==> config.mk <==
export PLATFORM = sky130hd
export DESIGN_NAME = esc_scrub
export DESIGN_NICKNAME = d
export VERILOG_FILES = /design/src/esc_pkg.sv /design/src/esc_page_mask.sv /design/src/esc_xfeat_init.sv /design/src/esc_scrub.sv
export SDC_FILE = /design/constraint.sdc
export NUM_CORES = 2
export LEC_CHECK = 0
export BUFFER_PORTS_ARGS = -buffer_cell sky130_fd_sc_hd__buf_4
export CORE_AREA = 2 2 516 518
export CTS_BUF_LIST = sky130_fd_sc_hd__clkbuf_4 sky130_fd_sc_hd__clkbuf_8
export DETAILED_ROUTE_END_ITERATION = 8
export DIE_AREA = 0 0 518 520
export SLEW_MARGIN = 20
export SYNTH_ARGS = -nofsm -noshare
export SYNTH_HDL_FRONTEND = slang
export SYNTH_HIERARCHICAL = 1
export SYNTH_SLANG_ARGS = --single-unit
==> constraint.sdc <==
create_clock -name clk -period 39.5 [get_ports clk]
set_clock_uncertainty 0.1 [all_clocks]
set_input_delay 3.95 -clock clk [delete_from_list [all_inputs] [get_ports clk]]
set_output_delay 3.95 -clock clk [all_outputs]
set_load 0.005 [all_outputs]
==> src/esc_pkg.sv <==
// package of constants and carrier types for the enclave exit state scrub
// Overview of operation
// RULE1 - on async exit, instruction pointer takes the thread's asynchronous exit pointer
// RULE2 - on async exit, clear carry, parity, aux, zero, sign, overflow, resume flags only
// RULE3 - x87 and sse state go to init, as restore with map 1:0 set, header clear
// RULE4 - fpu control word 037e on fpu fault, otherwise 037f
// RULE5 - fpu status word 8081 on fpu fault, otherwise zero
// RULE6 - vector control status 1f01 on simd fault, otherwise 1fb0
// RULE7 - page fault not directly causing vm exit clears low 12 fault address bits
// RULE8 - page fault leading directly to vm exit leaves fault address unchanged
// RULE9 - page fault during exiting event delivery keeps fault address offset bits
// RULE10 - selectors a and b return to values from last enter or resume
// RULE11 - with os save enable, features of control bits 63:2 init where mask set
// RULE12 - feature init state is restore with mask and header both the enclave mask
// RULE13 - in 32-bit mode, features absent from that mode stay unchanged
// RULE14 - extra selected states may be overridden; bit 0 state need not be
// RULE15 - vm exit writes the same synthetic values into guest register fields
// RULE16 - set bit 4 of guest interruptibility state on exit from enclave
// RULE17 - set bit 27 of basic exit information on vm exit in enclave mode
// RULE18 - npt violation with qualification bit 7 clears low 12 guest linear bits
// RULE19 - npt violation during event delivery keeps guest linear offset bits
// RULE20 - npt violation or misconfiguration clears low 12 guest physical bits
// RULE21 - such a fault during event delivery keeps guest physical offset bits
// RULE22 - on async exit accumulator takes 3, data, source, destination index zeroed
// RULE23 - all synthetic values loaded before the exiting event is delivered
package esc_pkg;
  localparam logic [63:0] ESC_FLAG_CLR = 64'h0000_0000_0001_08d5;
  localparam logic [15:0] ESC_FCW_FPU = 16'h037e;
  localparam logic [15:0] ESC_FCW_DEF = 16'h037f;
  localparam logic [15:0] ESC_FSW_FPU = 16'h8081;
  localparam logic [15:0] ESC_FSW_DEF = 16'h0000;
  localparam logic [31:0] ESC_MX_SIMD = 32'h0000_1f01;
  localparam logic [31:0] ESC_MX_DEF = 32'h0000_1fb0;
  localparam logic [63:0] ESC_ACC_RESUME = 64'h0000_0000_0000_0003;
  localparam int ESC_PAGE_BITS = 12;
  localparam int ESC_GI_ENCL_BIT = 4;
  localparam int ESC_XI_ENCL_BIT = 27;
  localparam int ESC_QUAL_LIN_BIT = 7;
  localparam int ESC_XFEAT_LOW = 2;
  localparam logic [1:0] ESC_X87_SSE_MAP = 2'h3;
  localparam logic [7:0] ESC_OFS_CTRL = 8'h00;
  localparam logic [7:0] ESC_OFS_XCTL_LO = 8'h04;
  localparam logic [7:0] ESC_OFS_XCTL_HI = 8'h08;
  localparam logic [7:0] ESC_OFS_FMASK_LO = 8'h0c;
  localparam logic [7:0] ESC_OFS_FMASK_HI = 8'h10;
  localparam logic [7:0] ESC_OFS_MISC = 8'h14;
  localparam logic [7:0] ESC_OFS_STATUS = 8'h18;
  localparam logic [31:0] ESC_CTRL_RST = 32'h0000_0000;
  localparam logic [63:0] ESC_XCTL_RST = 64'h0000_0000_0000_0003;
  localparam logic [63:0] ESC_FMASK_RST = 64'h0000_0000_0000_0003;
  localparam logic [31:0] ESC_MISC_RST = 32'h0000_0000;

  typedef enum logic [2:0] {
    esc_cause_intr, esc_cause_fpu, esc_cause_simd, esc_cause_pf,
    esc_cause_npt_viol, esc_cause_npt_miscfg, esc_cause_vmexit, esc_cause_mgmt
  } esc_cause_kind_t;

  typedef struct packed {
    esc_cause_kind_t kind;
    logic vm_exit;
    logic pf_direct_vm;
    logic in_delivery;
    logic qual_bit7;
    logic mode32;
  } esc_cause_t;

  typedef struct packed {
    logic [63:0] asynchronous_exit_pointer;
    logic [63:0] flags;
    logic [63:0] fault_addr;
    logic [63:0] guest_linear;
    logic [63:0] guest_phys;
    logic [31:0] guest_intr;
    logic [31:0] exit_info;
  } esc_cpu_t;

  typedef struct packed {
    logic [63:0] ip;
    logic [63:0] flags;
    logic [63:0] acc;
    logic [63:0] data;
    logic [63:0] src;
    logic [63:0] dst;
    logic [15:0] fpu_control_word;
    logic [15:0] fpu_status_word;
    logic [31:0] vector_control_status;
    logic [63:0] fault_addr;
    logic [15:0] sel_a;
    logic [15:0] sel_b;
    logic [1:0] x87_sse_init;
    logic [63:0] xfeat_init;
    logic [31:0] misc_override;
    logic [31:0] guest_intr;
    logic [31:0] exit_info;
    logic [63:0] guest_linear;
    logic [63:0] guest_phys;
    logic vm_write;
  } esc_synth_t;
endpackage

==> src/esc_page_mask.sv <==
// clears the page offset bits of an address when asked
`timescale 1ns/100ps
`default_nettype none
module esc_page_mask
  import esc_pkg::*;
#(
  parameter int WIDTH = 64
) (
  input wire logic [WIDTH-1:0] addr_i,
  input wire logic clear_i,
  output logic [WIDTH-1:0] addr_o
);
  always_comb begin
    addr_o = addr_i;
    if (clear_i) begin
      addr_o[ESC_PAGE_BITS-1:0] = '0;
    end
  end
endmodule // esc_page_mask
`default_nettype wire

==> src/esc_xfeat_init.sv <==
// per-feature selection of extended features that go to their init state
`timescale 1ns/100ps
`default_nettype none
module esc_xfeat_init
  import esc_pkg::*;
#(
  parameter int WIDTH = 64
) (
  input wire logic os_save_en_i,
  input wire logic mode32_i,
  input wire logic [WIDTH-1:0] xctl_i,
  input wire logic [WIDTH-1:0] fmask_i,
  input wire logic [WIDTH-1:0] only64_i,
  output logic [WIDTH-1:0] init_o
);
  genvar g;
  generate
    for (g = 0; g < WIDTH; g = g + 1) begin : g_feat
      if (g < ESC_XFEAT_LOW) begin : g_legacy
        // x87 and sse are handled by their own fixed values
        assign init_o[g] = 1'b0;
      end else begin : g_ext
        // header equals the enclave mask, so a set mask bit means init [RULE12]
        assign init_o[g] = os_save_en_i & xctl_i[g] & fmask_i[g] // [RULE11]
                           & ~(mode32_i & only64_i[g]); // [RULE13]
      end
    end
  endgenerate
endmodule // esc_xfeat_init
`default_nettype wire

==> src/esc_scrub.sv <==
// enclave exit state scrub: builds the synthetic state on an asynchronous exit
//
// The implementer's own choices: the address-and-strobe port and the address map.
`timescale 1ns/100ps
`default_nettype none
module esc_scrub
  import esc_pkg::*;
#(
  parameter int XW = 64,
  parameter logic [63:0] ONLY64_FEATS = 64'h0000_0000_0000_0000
) (
  input wire logic clk,
  input wire logic sys_rst,
  input wire logic [7:0] reg_addr,
  input wire logic [31:0] reg_wdata,
  input wire logic reg_wr,
  input wire logic reg_rd,
  output logic [31:0] reg_rdata,
  input wire logic enter_evt,
  input wire logic [15:0] sel_a_in,
  input wire logic [15:0] sel_b_in,
  input wire logic exit_req,
  input wire esc_cause_t cause_i,
  input wire esc_cpu_t cpu_i,
  output logic exit_busy,
  output logic scrub_done,
  output esc_synth_t synth_o
);
  typedef enum {st_idle, st_load} esc_state_t;

  esc_state_t state_reg;
  esc_cause_t cause_reg;
  esc_cpu_t cpu_reg;
  logic [15:0] sel_a_reg;
  logic [15:0] sel_b_reg;
  logic [31:0] ctrl_reg;
  logic [XW-1:0] xctl_reg;
  logic [XW-1:0] fmask_reg;
  logic [31:0] misc_reg;
  logic [15:0] exit_cnt_reg;
  logic [31:0] rdata_next;
  logic take;
  logic pf_clear;
  logic lin_clear;
  logic phys_clear;
  logic npt_fault;
  logic [63:0] fault_addr_next;
  logic [63:0] lin_next;
  logic [63:0] phys_next;
  logic [XW-1:0] xfeat_next;

  assign take = exit_req && (state_reg == st_idle);

  //////////////////////////////////////////////////////////////////////////////
  // register port
  always_ff @(posedge clk or posedge sys_rst) begin
    if (sys_rst) begin
      ctrl_reg <= ESC_CTRL_RST;
      xctl_reg <= ESC_XCTL_RST;
      fmask_reg <= ESC_FMASK_RST;
      misc_reg <= ESC_MISC_RST;
    end else if (reg_wr) begin
      if (reg_addr == ESC_OFS_CTRL) begin
        ctrl_reg <= reg_wdata;
      end else if (reg_addr == ESC_OFS_XCTL_LO) begin
        xctl_reg[31:0] <= reg_wdata;
      end else if (reg_addr == ESC_OFS_XCTL_HI) begin
        xctl_reg[63:32] <= reg_wdata;
      end else if (reg_addr == ESC_OFS_FMASK_LO) begin
        fmask_reg[31:0] <= reg_wdata;
      end else if (reg_addr == ESC_OFS_FMASK_HI) begin
        fmask_reg[63:32] <= reg_wdata;
      end else if (reg_addr == ESC_OFS_MISC) begin
        misc_reg <= reg_wdata;
      end
    end
  end

  always_comb begin
    rdata_next = 32'h0000_0000;
    if (reg_addr == ESC_OFS_CTRL) begin
      rdata_next = {31'h0000_0000, ctrl_reg[0]};
    end else if (reg_addr == ESC_OFS_XCTL_LO) begin
      rdata_next = xctl_reg[31:0];
    end else if (reg_addr == ESC_OFS_XCTL_HI) begin
      rdata_next = xctl_reg[63:32];
    end else if (reg_addr == ESC_OFS_FMASK_LO) begin
      rdata_next = fmask_reg[31:0];
    end else if (reg_addr == ESC_OFS_FMASK_HI) begin
      rdata_next = fmask_reg[63:32];
    end else if (reg_addr == ESC_OFS_MISC) begin
      rdata_next = misc_reg;
    end else if (reg_addr == ESC_OFS_STATUS) begin
      rdata_next = {exit_cnt_reg, 15'h0000, exit_busy};
    end
  end

  // read data stand only in the cycle after the strobe
  always_ff @(posedge clk or posedge sys_rst) begin
    if (sys_rst) begin
      reg_rdata <= 32'h0000_0000;
    end else if (reg_rd) begin
      reg_rdata <= rdata_next;
    end else begin
      reg_rdata <= 32'h0000_0000;
    end
  end

  //////////////////////////////////////////////////////////////////////////////
  // selector snapshot at enter or resume
  always_ff @(posedge clk or posedge sys_rst) begin
    if (sys_rst) begin
      sel_a_reg <= 16'h0000;
      sel_b_reg <= 16'h0000;
    end else if (enter_evt) begin
      sel_a_reg <= sel_a_in; // [RULE10]
      sel_b_reg <= sel_b_in; // [RULE10]
    end
  end

  //////////////////////////////////////////////////////////////////////////////
  // exit sequencing
  always_ff @(posedge clk or posedge sys_rst) begin
    if (sys_rst) begin
      state_reg <= st_idle;
    end else begin
      case (state_reg)
        st_idle: begin
          if (exit_req) begin
            state_reg <= st_load;
          end
        end
        st_load: begin
          state_reg <= st_idle;
        end
        default: begin
          state_reg <= st_idle;
        end
      endcase
    end
  end

  // the cause is latched so a late change on the inputs cannot tear the state
  always_ff @(posedge clk or posedge sys_rst) begin
    if (sys_rst) begin
      cause_reg <= '0;
      cpu_reg <= '0;
    end else if (take) begin
      cause_reg <= cause_i;
      cpu_reg <= cpu_i;
    end
  end

  always_ff @(posedge clk or posedge sys_rst) begin
    if (sys_rst) begin
      exit_busy <= 1'b0;
      scrub_done <= 1'b0;
      exit_cnt_reg <= 16'h0000;
    end else begin
      exit_busy <= take;
      // delivery waits for this pulse, by which time every value is loaded
      scrub_done <= (state_reg == st_load); // [RULE23]
      if (state_reg == st_load) begin
        exit_cnt_reg <= exit_cnt_reg + 16'h0001;
      end
    end
  end

  //////////////////////////////////////////////////////////////////////////////
  // address offset scrubbing
  assign npt_fault = (cause_reg.kind == esc_cause_npt_viol) || (cause_reg.kind == esc_cause_npt_miscfg);
  // delivery faults happen after the scrub, so their offsets survive
  assign pf_clear = (cause_reg.kind == esc_cause_pf) && !cause_reg.pf_direct_vm // [RULE7] [RULE8]
                    && !cause_reg.in_delivery; // [RULE9]
  assign lin_clear = (cause_reg.kind == esc_cause_npt_viol) && cause_reg.qual_bit7 // [RULE18]
                     && !cause_reg.in_delivery; // [RULE19]
  assign phys_clear = npt_fault && !cause_reg.in_delivery; // [RULE20] [RULE21]

  esc_page_mask #(.WIDTH(64)) u_mask_fault (
    .addr_i(cpu_reg.fault_addr),
    .clear_i(pf_clear),
    .addr_o(fault_addr_next)
  );

  esc_page_mask #(.WIDTH(64)) u_mask_lin (
    .addr_i(cpu_reg.guest_linear),
    .clear_i(lin_clear),
    .addr_o(lin_next)
  );

  esc_page_mask #(.WIDTH(64)) u_mask_phys (
    .addr_i(cpu_reg.guest_phys),
    .clear_i(phys_clear),
    .addr_o(phys_next)
  );

  esc_xfeat_init #(.WIDTH(XW)) u_xfeat (
    .os_save_en_i(ctrl_reg[0]),
    .mode32_i(cause_reg.mode32),
    .xctl_i(xctl_reg),
    .fmask_i(fmask_reg),
    .only64_i(ONLY64_FEATS),
    .init_o(xfeat_next)
  );

  //////////////////////////////////////////////////////////////////////////////
  // synthetic state load
  always_ff @(posedge clk or posedge sys_rst) begin
    if (sys_rst) begin
      synth_o <= '0;
    end else if (state_reg == st_load) begin
      synth_o.ip <= cpu_reg.asynchronous_exit_pointer; // [RULE1]
      synth_o.flags <= cpu_reg.flags & ~ESC_FLAG_CLR; // [RULE2]
      synth_o.acc <= ESC_ACC_RESUME; // [RULE22]
      synth_o.data <= 64'h0000_0000_0000_0000; // [RULE22]
      synth_o.src <= 64'h0000_0000_0000_0000;
      synth_o.dst <= 64'h0000_0000_0000_0000;
      synth_o.x87_sse_init <= ESC_X87_SSE_MAP; // [RULE3]
      synth_o.fpu_control_word <= (cause_reg.kind == esc_cause_fpu) ? ESC_FCW_FPU : ESC_FCW_DEF; // [RULE4]
      synth_o.fpu_status_word <= (cause_reg.kind == esc_cause_fpu) ? ESC_FSW_FPU : ESC_FSW_DEF; // [RULE5]
      synth_o.vector_control_status <= (cause_reg.kind == esc_cause_simd) ? ESC_MX_SIMD : ESC_MX_DEF; // [RULE6]
      synth_o.fault_addr <= fault_addr_next; // [RULE7]
      synth_o.sel_a <= sel_a_reg; // [RULE10]
      synth_o.sel_b <= sel_b_reg;
      synth_o.xfeat_init <= xfeat_next; // [RULE11]
      // the bit 0 state is invisible to software, so it is left alone
      synth_o.misc_override <= {misc_reg[31:1], 1'b0}; // [RULE14]
      synth_o.guest_intr <= cpu_reg.guest_intr | (32'h0000_0001 << ESC_GI_ENCL_BIT); // [RULE16]
      synth_o.exit_info <= cpu_reg.exit_info | (32'h0000_0001 << ESC_XI_ENCL_BIT); // [RULE17]
      synth_o.guest_linear <= lin_next; // [RULE18]
      synth_o.guest_phys <= phys_next; // [RULE20]
      // guest register fields take the same struct, written only on vm exit
      synth_o.vm_write <= cause_reg.vm_exit; // [RULE15]
    end else begin
      synth_o.vm_write <= 1'b0;
    end
  end
endmodule // esc_scrub
`default_nettype wire

# --- Word-level counts from Yosys, hierarchy flattened ---
# Index checks and enable logic that the tools add are counted.
word_totals:
  out_inout_bits: 869
  reg_bits: 1234
  word_cells: 219
  inputBits: 470
op_classes:
  reduce_logical: 18
  n_bitwise: 129
  n_addsub: 1
  eq_ne: 13
  n_mux: 17
op_table:
  columns: ["op", "count"]
  rows:
  - ["2-to-1 mux 32 bit", 10]
  - ["AND 1 bit", 124]
  - ["zero test 32 bit", 2]
  - ["2-to-1 mux 12 bit", 3]
  - ["== test 32 x 2 -> 1 bit, second input constant", 1]
  - ["== test 8 x 5 -> 1 bit, second input constant", 3]
  - ["adder 16 x 1 -> 16 bit, second input constant", 1]
  - ["== test 8 x 4 -> 1 bit, second input constant", 2]
  - ["2-to-1 mux 16 bit", 1]
  - ["== test 8 x 3 -> 1 bit, second input constant", 1]
  - ["zero test 8 bit", 1]
  - ["2-to-1 mux 8 bit", 1]
  - ["AND reduction 7 bit", 1]
  - ["== test 3 x 2 -> 1 bit, second input constant", 2]
  - ["== test 3 bit, second input constant", 2]
  - ["logical AND 1 bit", 6]
  - ["AND reduction 6 bit", 1]
  - ["NOT 1 bit", 5]
  - ["AND reduction 5 bit", 1]
  - ["AND reduction 4 bit", 1]
  - ["== test 3 x 1 -> 1 bit, second input constant", 1]
  - ["AND reduction 3 bit", 1]
  - ["zero test 1 bit", 2]
  - ["2-to-1 mux 1 bit", 2]
  - ["other kinds (3)", 3]

# --- Logic depth before layout (Yosys ltp) ---
logic_depth:
  word_depth: 9
  depth_mapped: 8
  mapped_depth_nobuf: 5

# --- Modules after synthesis ---
# Netlist, hierarchy kept.
modules_own_cells:
  columns: ["mod", "cells_per_inst", "area_each_um2", "instances"]
  rows:
  - ["esc_scrub", 2991, 45822.7, 1]
  - ["esc_page_mask", 65, 516.7, 3]
  - ["esc_xfeat_init", 141, 749.5, 1]

# --- Worst setup path after synthesis ---
# OpenSTA, ideal clock, no wires.
synth_timing:
  path_type: "input-to-reg"
  start: "input port reg_addr[7]"
  end: "register fmask_reg[10]"
  slack_ns: 33.297
  arrival_time_ns: 5.978
  setup_time_ns: 0.125
  path_stages: 8
  t_required_ns: 39.275
  path_cell_list: "or4_4 buf_6 or3_1 buf_2 or3_1 buf_6 buf_12 mux2_4"
synth_between:
  elab_chain_len: 3
  word_cells_on_any_way: 8
  classes_between: "3 x eq/ne; 3 x bitwise; 2 x reduce/logical"
synth_rtl:
  columns: ["item", "line", "source"]
  rows:
  - ["start: declaration", "esc_scrub.sv:14", "input wire logic [7:0] reg_addr,"]
  - ["== test 8 x 4 -> 1 bit (tied with other cells)", "esc_scrub.sv:67", "end else if (reg_addr == ESC_OFS_XCTL_HI) begin"]
  - ["NOT 1 bit (no line)", null, null]
  - ["AND reduction 5 bit (no line) *", null, null]
  - ["end signal: assignment", "esc_scrub.sv:70", "fmask_reg[31:0] <= reg_wdata;"]
  - ["end: declaration", "esc_scrub.sv:38", "logic [XW-1:0] fmask_reg;"]
# Every way passes the cells marked *; elsewhere a longest branch is shown, timed or not.
# A chain may end at the register's enable or synchronous reset.

# --- Worst setup path in the final report ---
layout_timing:
  start: "input port reg_addr[7]"
  end: "register xctl_reg[2]"
layout_between:
  elab_chain_len: 3
  word_cells_on_any_way: 4
  classes_between: "1 x eq/ne; 1 x bitwise; 2 x reduce/logical"
layout_rtl:
  columns: ["item", "line", "source"]
  rows:
  - ["zero test 8 bit", "esc_scrub.sv:63", "if (reg_addr == ESC_OFS_CTRL) begin"]
  - ["NOT 1 bit (no line)", null, null]
  - ["AND reduction 3 bit (no line) *", null, null]
  - ["end signal: assignment", "esc_scrub.sv:66", "xctl_reg[31:0] <= reg_wdata;"]
  - ["end: declaration", "esc_scrub.sv:37", "logic [XW-1:0] xctl_reg;"]
# Marked as above.

==> results.py <==
metrics = {
    "die": {
        "die_x_um": 518,
        "die-area_sq_um": 269000,
        "core_sq_um": 264000,
        "initial_utilization_pct": 18.2,
        "pin_count": 1339,
        "die_y_um": 520,
        "core.rowCount": 189,
    },
    "finish": {
        "area_growth_pct": 29.4,
        "largest_reg_flops": 508,
        "final-seq-area_sq_um": 28400,
        "layout.nets": 4786,
        "mostFrequentLayoutCells": "1127 x dfrtp_1, 1066 x buf_4, 1047 x mux2_2, 369 x conb_1, 266 x clkbuf_8",
        "utilization_pct": 23.6,
        "layout_commonest_cell": "dfrtp_1",
        "drive_gt1_share_pct": 57.6,
        "fillers": 27900,
        "multi_input_area_sq_um": 16700,
    },
    "yosys": {
        "synth_warnings": 6,
        "synth_ff_type": "dfrtp_1",
        "avgSynthCellArea_sq_um": 14.5,
        "yosys.area.top_type_share_pct": 58.8,
        "synth-edff-count": 0,
        "yosys-top-cells-area": "dfrtp_1 59%, mux2_2 25%, buf_4 7.6%, a21oi_1 1.1%, clkbuf_1 1.1%",
        "synth-async-reset-ratio_pct": 100,
        "seq_area_frac_synth_pct": 59.0,
        "syn_inst": 3327,
        "synth_area_leader_cell": "dfrtp_1",
        "syn_area_sq_um": 48100,
        "synth-seq-cells": 1135,
        "synth_cell_type_count": 54,
    },
    "placed_design": {
        "place_congestion": 0.837,
        "dp_hpwl_mm": 127,
        "dp_slack_ns": 32.08,
        "portBuffers": 1024,
    },
    "pwr": {
        "netSwitchingPower_uw": 889,
        "power.internal_uw": 2360,
        "combPwrFrac_pct": 17.4,
        "p_leak_uw": 0.0287,
        "p_sw_share_pct": 27.3,
        "vdd_drop_max_v": 0.0000362,
        "p_seq_share_pct": 44.6,
        "powerDensity_nw_per_um2": 52.2,
        "power_frac_clock_pct": 38.0,
    },
    "setup_path": {
        "crit_end": "xctl_reg[2]",
        "cp_slowest_cell": "or4_2",
        "criticalPathCategory": "input port to register",
        "crit_path_frequent_cell": "buf_4",
        "path_cells": "buf_4 > or4_4 > or4_2 > nor2_4 > buf_4 > mux2_2",
        "cp-end-kind": "register",
        "worstPathArrival_ns": 7.21,
        "cp_max_fo": 33,
        "reg2reg_slack_ns": 34.87,
        "worstReg2RegEnd": "synth_o[716]",
        "worstSetupStartpointType": "input port",
        "reg2regPathDepth": 5,
        "cpPeakStageDelay_ns": 1.13,
        "crit_start": "reg_addr[7]",
        "r2r-start": "state_reg[0]",
        "cp_data_required_time_ns": 40.17,
    },
    "grt": {
        "grt_first_pass_wirelength_mm": 233,
        "antenna_found_initial": 80,
        "grt_max_degree": 158,
        "grt_usage_pct": 12.0,
        "grt_pass1_vias": 30900,
        "globalRouteOverflowTotal": 0,
    },
    "timing": {
        "fin_crit_ns": 6.54,
        "rsz0062_at_grt": "false",
        "whs_ns": 0.359,
        "min_period_over_period_pct": 16.6,
        "max_freq_mhz": 153,
        "tightest_slew_ns": 1.14,
        "worst_slack_ns": 32.96,
        "finalSetupViolations": 0,
        "hold_viol_final": 0,
        "slew_viol_final": 0,
        "slew_headroom_pct": 23.9,
        "tns_ns": 0,
    },
    "run_status": {
        "status": "finished clean",
    },
    "clocking": {
        "cts_setup_buffers": 0,
        "cts-root-buf": "clkbuf_8",
        "clk_latency_ns": 0.99,
        "clk_pin_slew_ns": 0.06,
        "cts_tree": "yes",
        "clock_path_buffers": 4,
        "cts_num_sinks": 1135,
        "cts_made_buffers": 207,
        "cts_resized": 0,
        "htreeDepth": 4,
        "postCtsHoldBufs": 0,
    },
    "route": {
        "wl_per_cell_um": 20.9,
        "drc_errors": 0,
        "vias": 29400,
        "finalWirelength_mm": 168,
        "drtIter0Drc": 1338,
        "vias_per_cell": 3.67,
        "drtAntennaViolNets": 0,
        "dr.pass1.iters": 5,
    },
    "min_path": {
        "hold_class": "register to register",
    },
    "flow_run": {
        "max_cap_violations": 0,
    },
}
==> power groups by stage <==
stage,Sequential [uW],Clock (uW),Combinational [uW]
finish,1450,1240,566
global route,1480,1340,616
CTS,1460,1300,587
detailed placement,1470,0,586
global placement,1460,0,578
floorplan,1450,0,293
==> area by class of cell <==
class                           count  share of cell area (%)
Antenna cell                       21                  0.0844
Clock buffer                      326                    6.59
Clock inverter                     42                   0.798
Inverter                            7                  0.0542
Multi-Input combinational cell   1893                    26.8
Sequential cell                  1135                    45.6
Tap cell                         3533                    7.10
Timing Repair Buffer             1071                    13.0
==> through the flow <==
stage                     total power, uW  cell area (sq um)  std cells
after detailed placement             2060              57600       7638
after CTS                            3340              62200       8006
after global placement               2040              57600       7638
after floorplan                      1750              49500       3694
after global routing                 3430              62200       8015
final                                3250              62300       8028
==> routing by layer <==
layer / track usage, % / part of all wire [%] / vias up
met3: 6.37 / 11 / 370
met5: 0 / 0.33 / -
met2: 19.3 / 47 / 1241
met4: 6.85 / 5.4 / 86
li1: - / - / 12800
met1: 12.5 / 36 / 14900
==> Yosys cell counts (2+ instances only) <==
master    count
a21o_1       16
a21oi_1     104
a22oi_1      21
and2b_2       6
and3_1        3
and3b_1       6
buf_1        13
buf_12        3
buf_2        11
buf_4       486
buf_6        11
clkbuf_1    135
conb_1        2
dfrtp_1    1131
dfstp_2       4
inv_1         7
mux2_1        2
mux2_2     1047
mux2_4       30
mux2i_1      32
nand2_1      10
nand2b_1      5
nand3_1      66
nand4_1       6
nor2_1       35
nor2b_1       5
nor2b_2      24
nor2b_4       6
nor3_1        2
nor3b_1      11
nor4_1        2
nor4b_1       2
o211a_1      16
o22ai_1      22
o32a_1       11
or2_2         2
or3_1         2
xnor2_1       8
xor2_1        7
==> kinds of logic after synthesis <==
family | after synthesis | share of synthesized area [%]
compound gates | 195 | 2.59
xor+xnor | 15 | 0.273
fa+ha+maj | 1 | 0.0260
buf+inv | 666 | 9.29
flops | 1135 | 59.0
mux | 1112 | 26.2
other cells | 2 | 0.0156
simple gates | 201 | 2.58
==> critical path, delay by kind of cell <==
kind | cells | cell delay [ns]
muxes | 1 | 0.41
and+or+nand+nor | 3 | 2.12
buffers and inverters | 2 | 0.66
==> how the worst min path moves through the flow <==
stage	to	startpoint	cells after the start
floorplan	scrub_done	state_reg[0]	0
global placement	synth_o[0]	cause_reg[4]	1
detailed placement	exit_cnt_reg[15]	exit_cnt_reg[15]	1
CTS	synth_o[101]	cpu_reg[164]	1
global route	synth_o[145]	cpu_reg[16]	1
finish	synth_o[816]	cpu_reg[365]	1
Note: power is estimated with default switching activity, not from simulation.
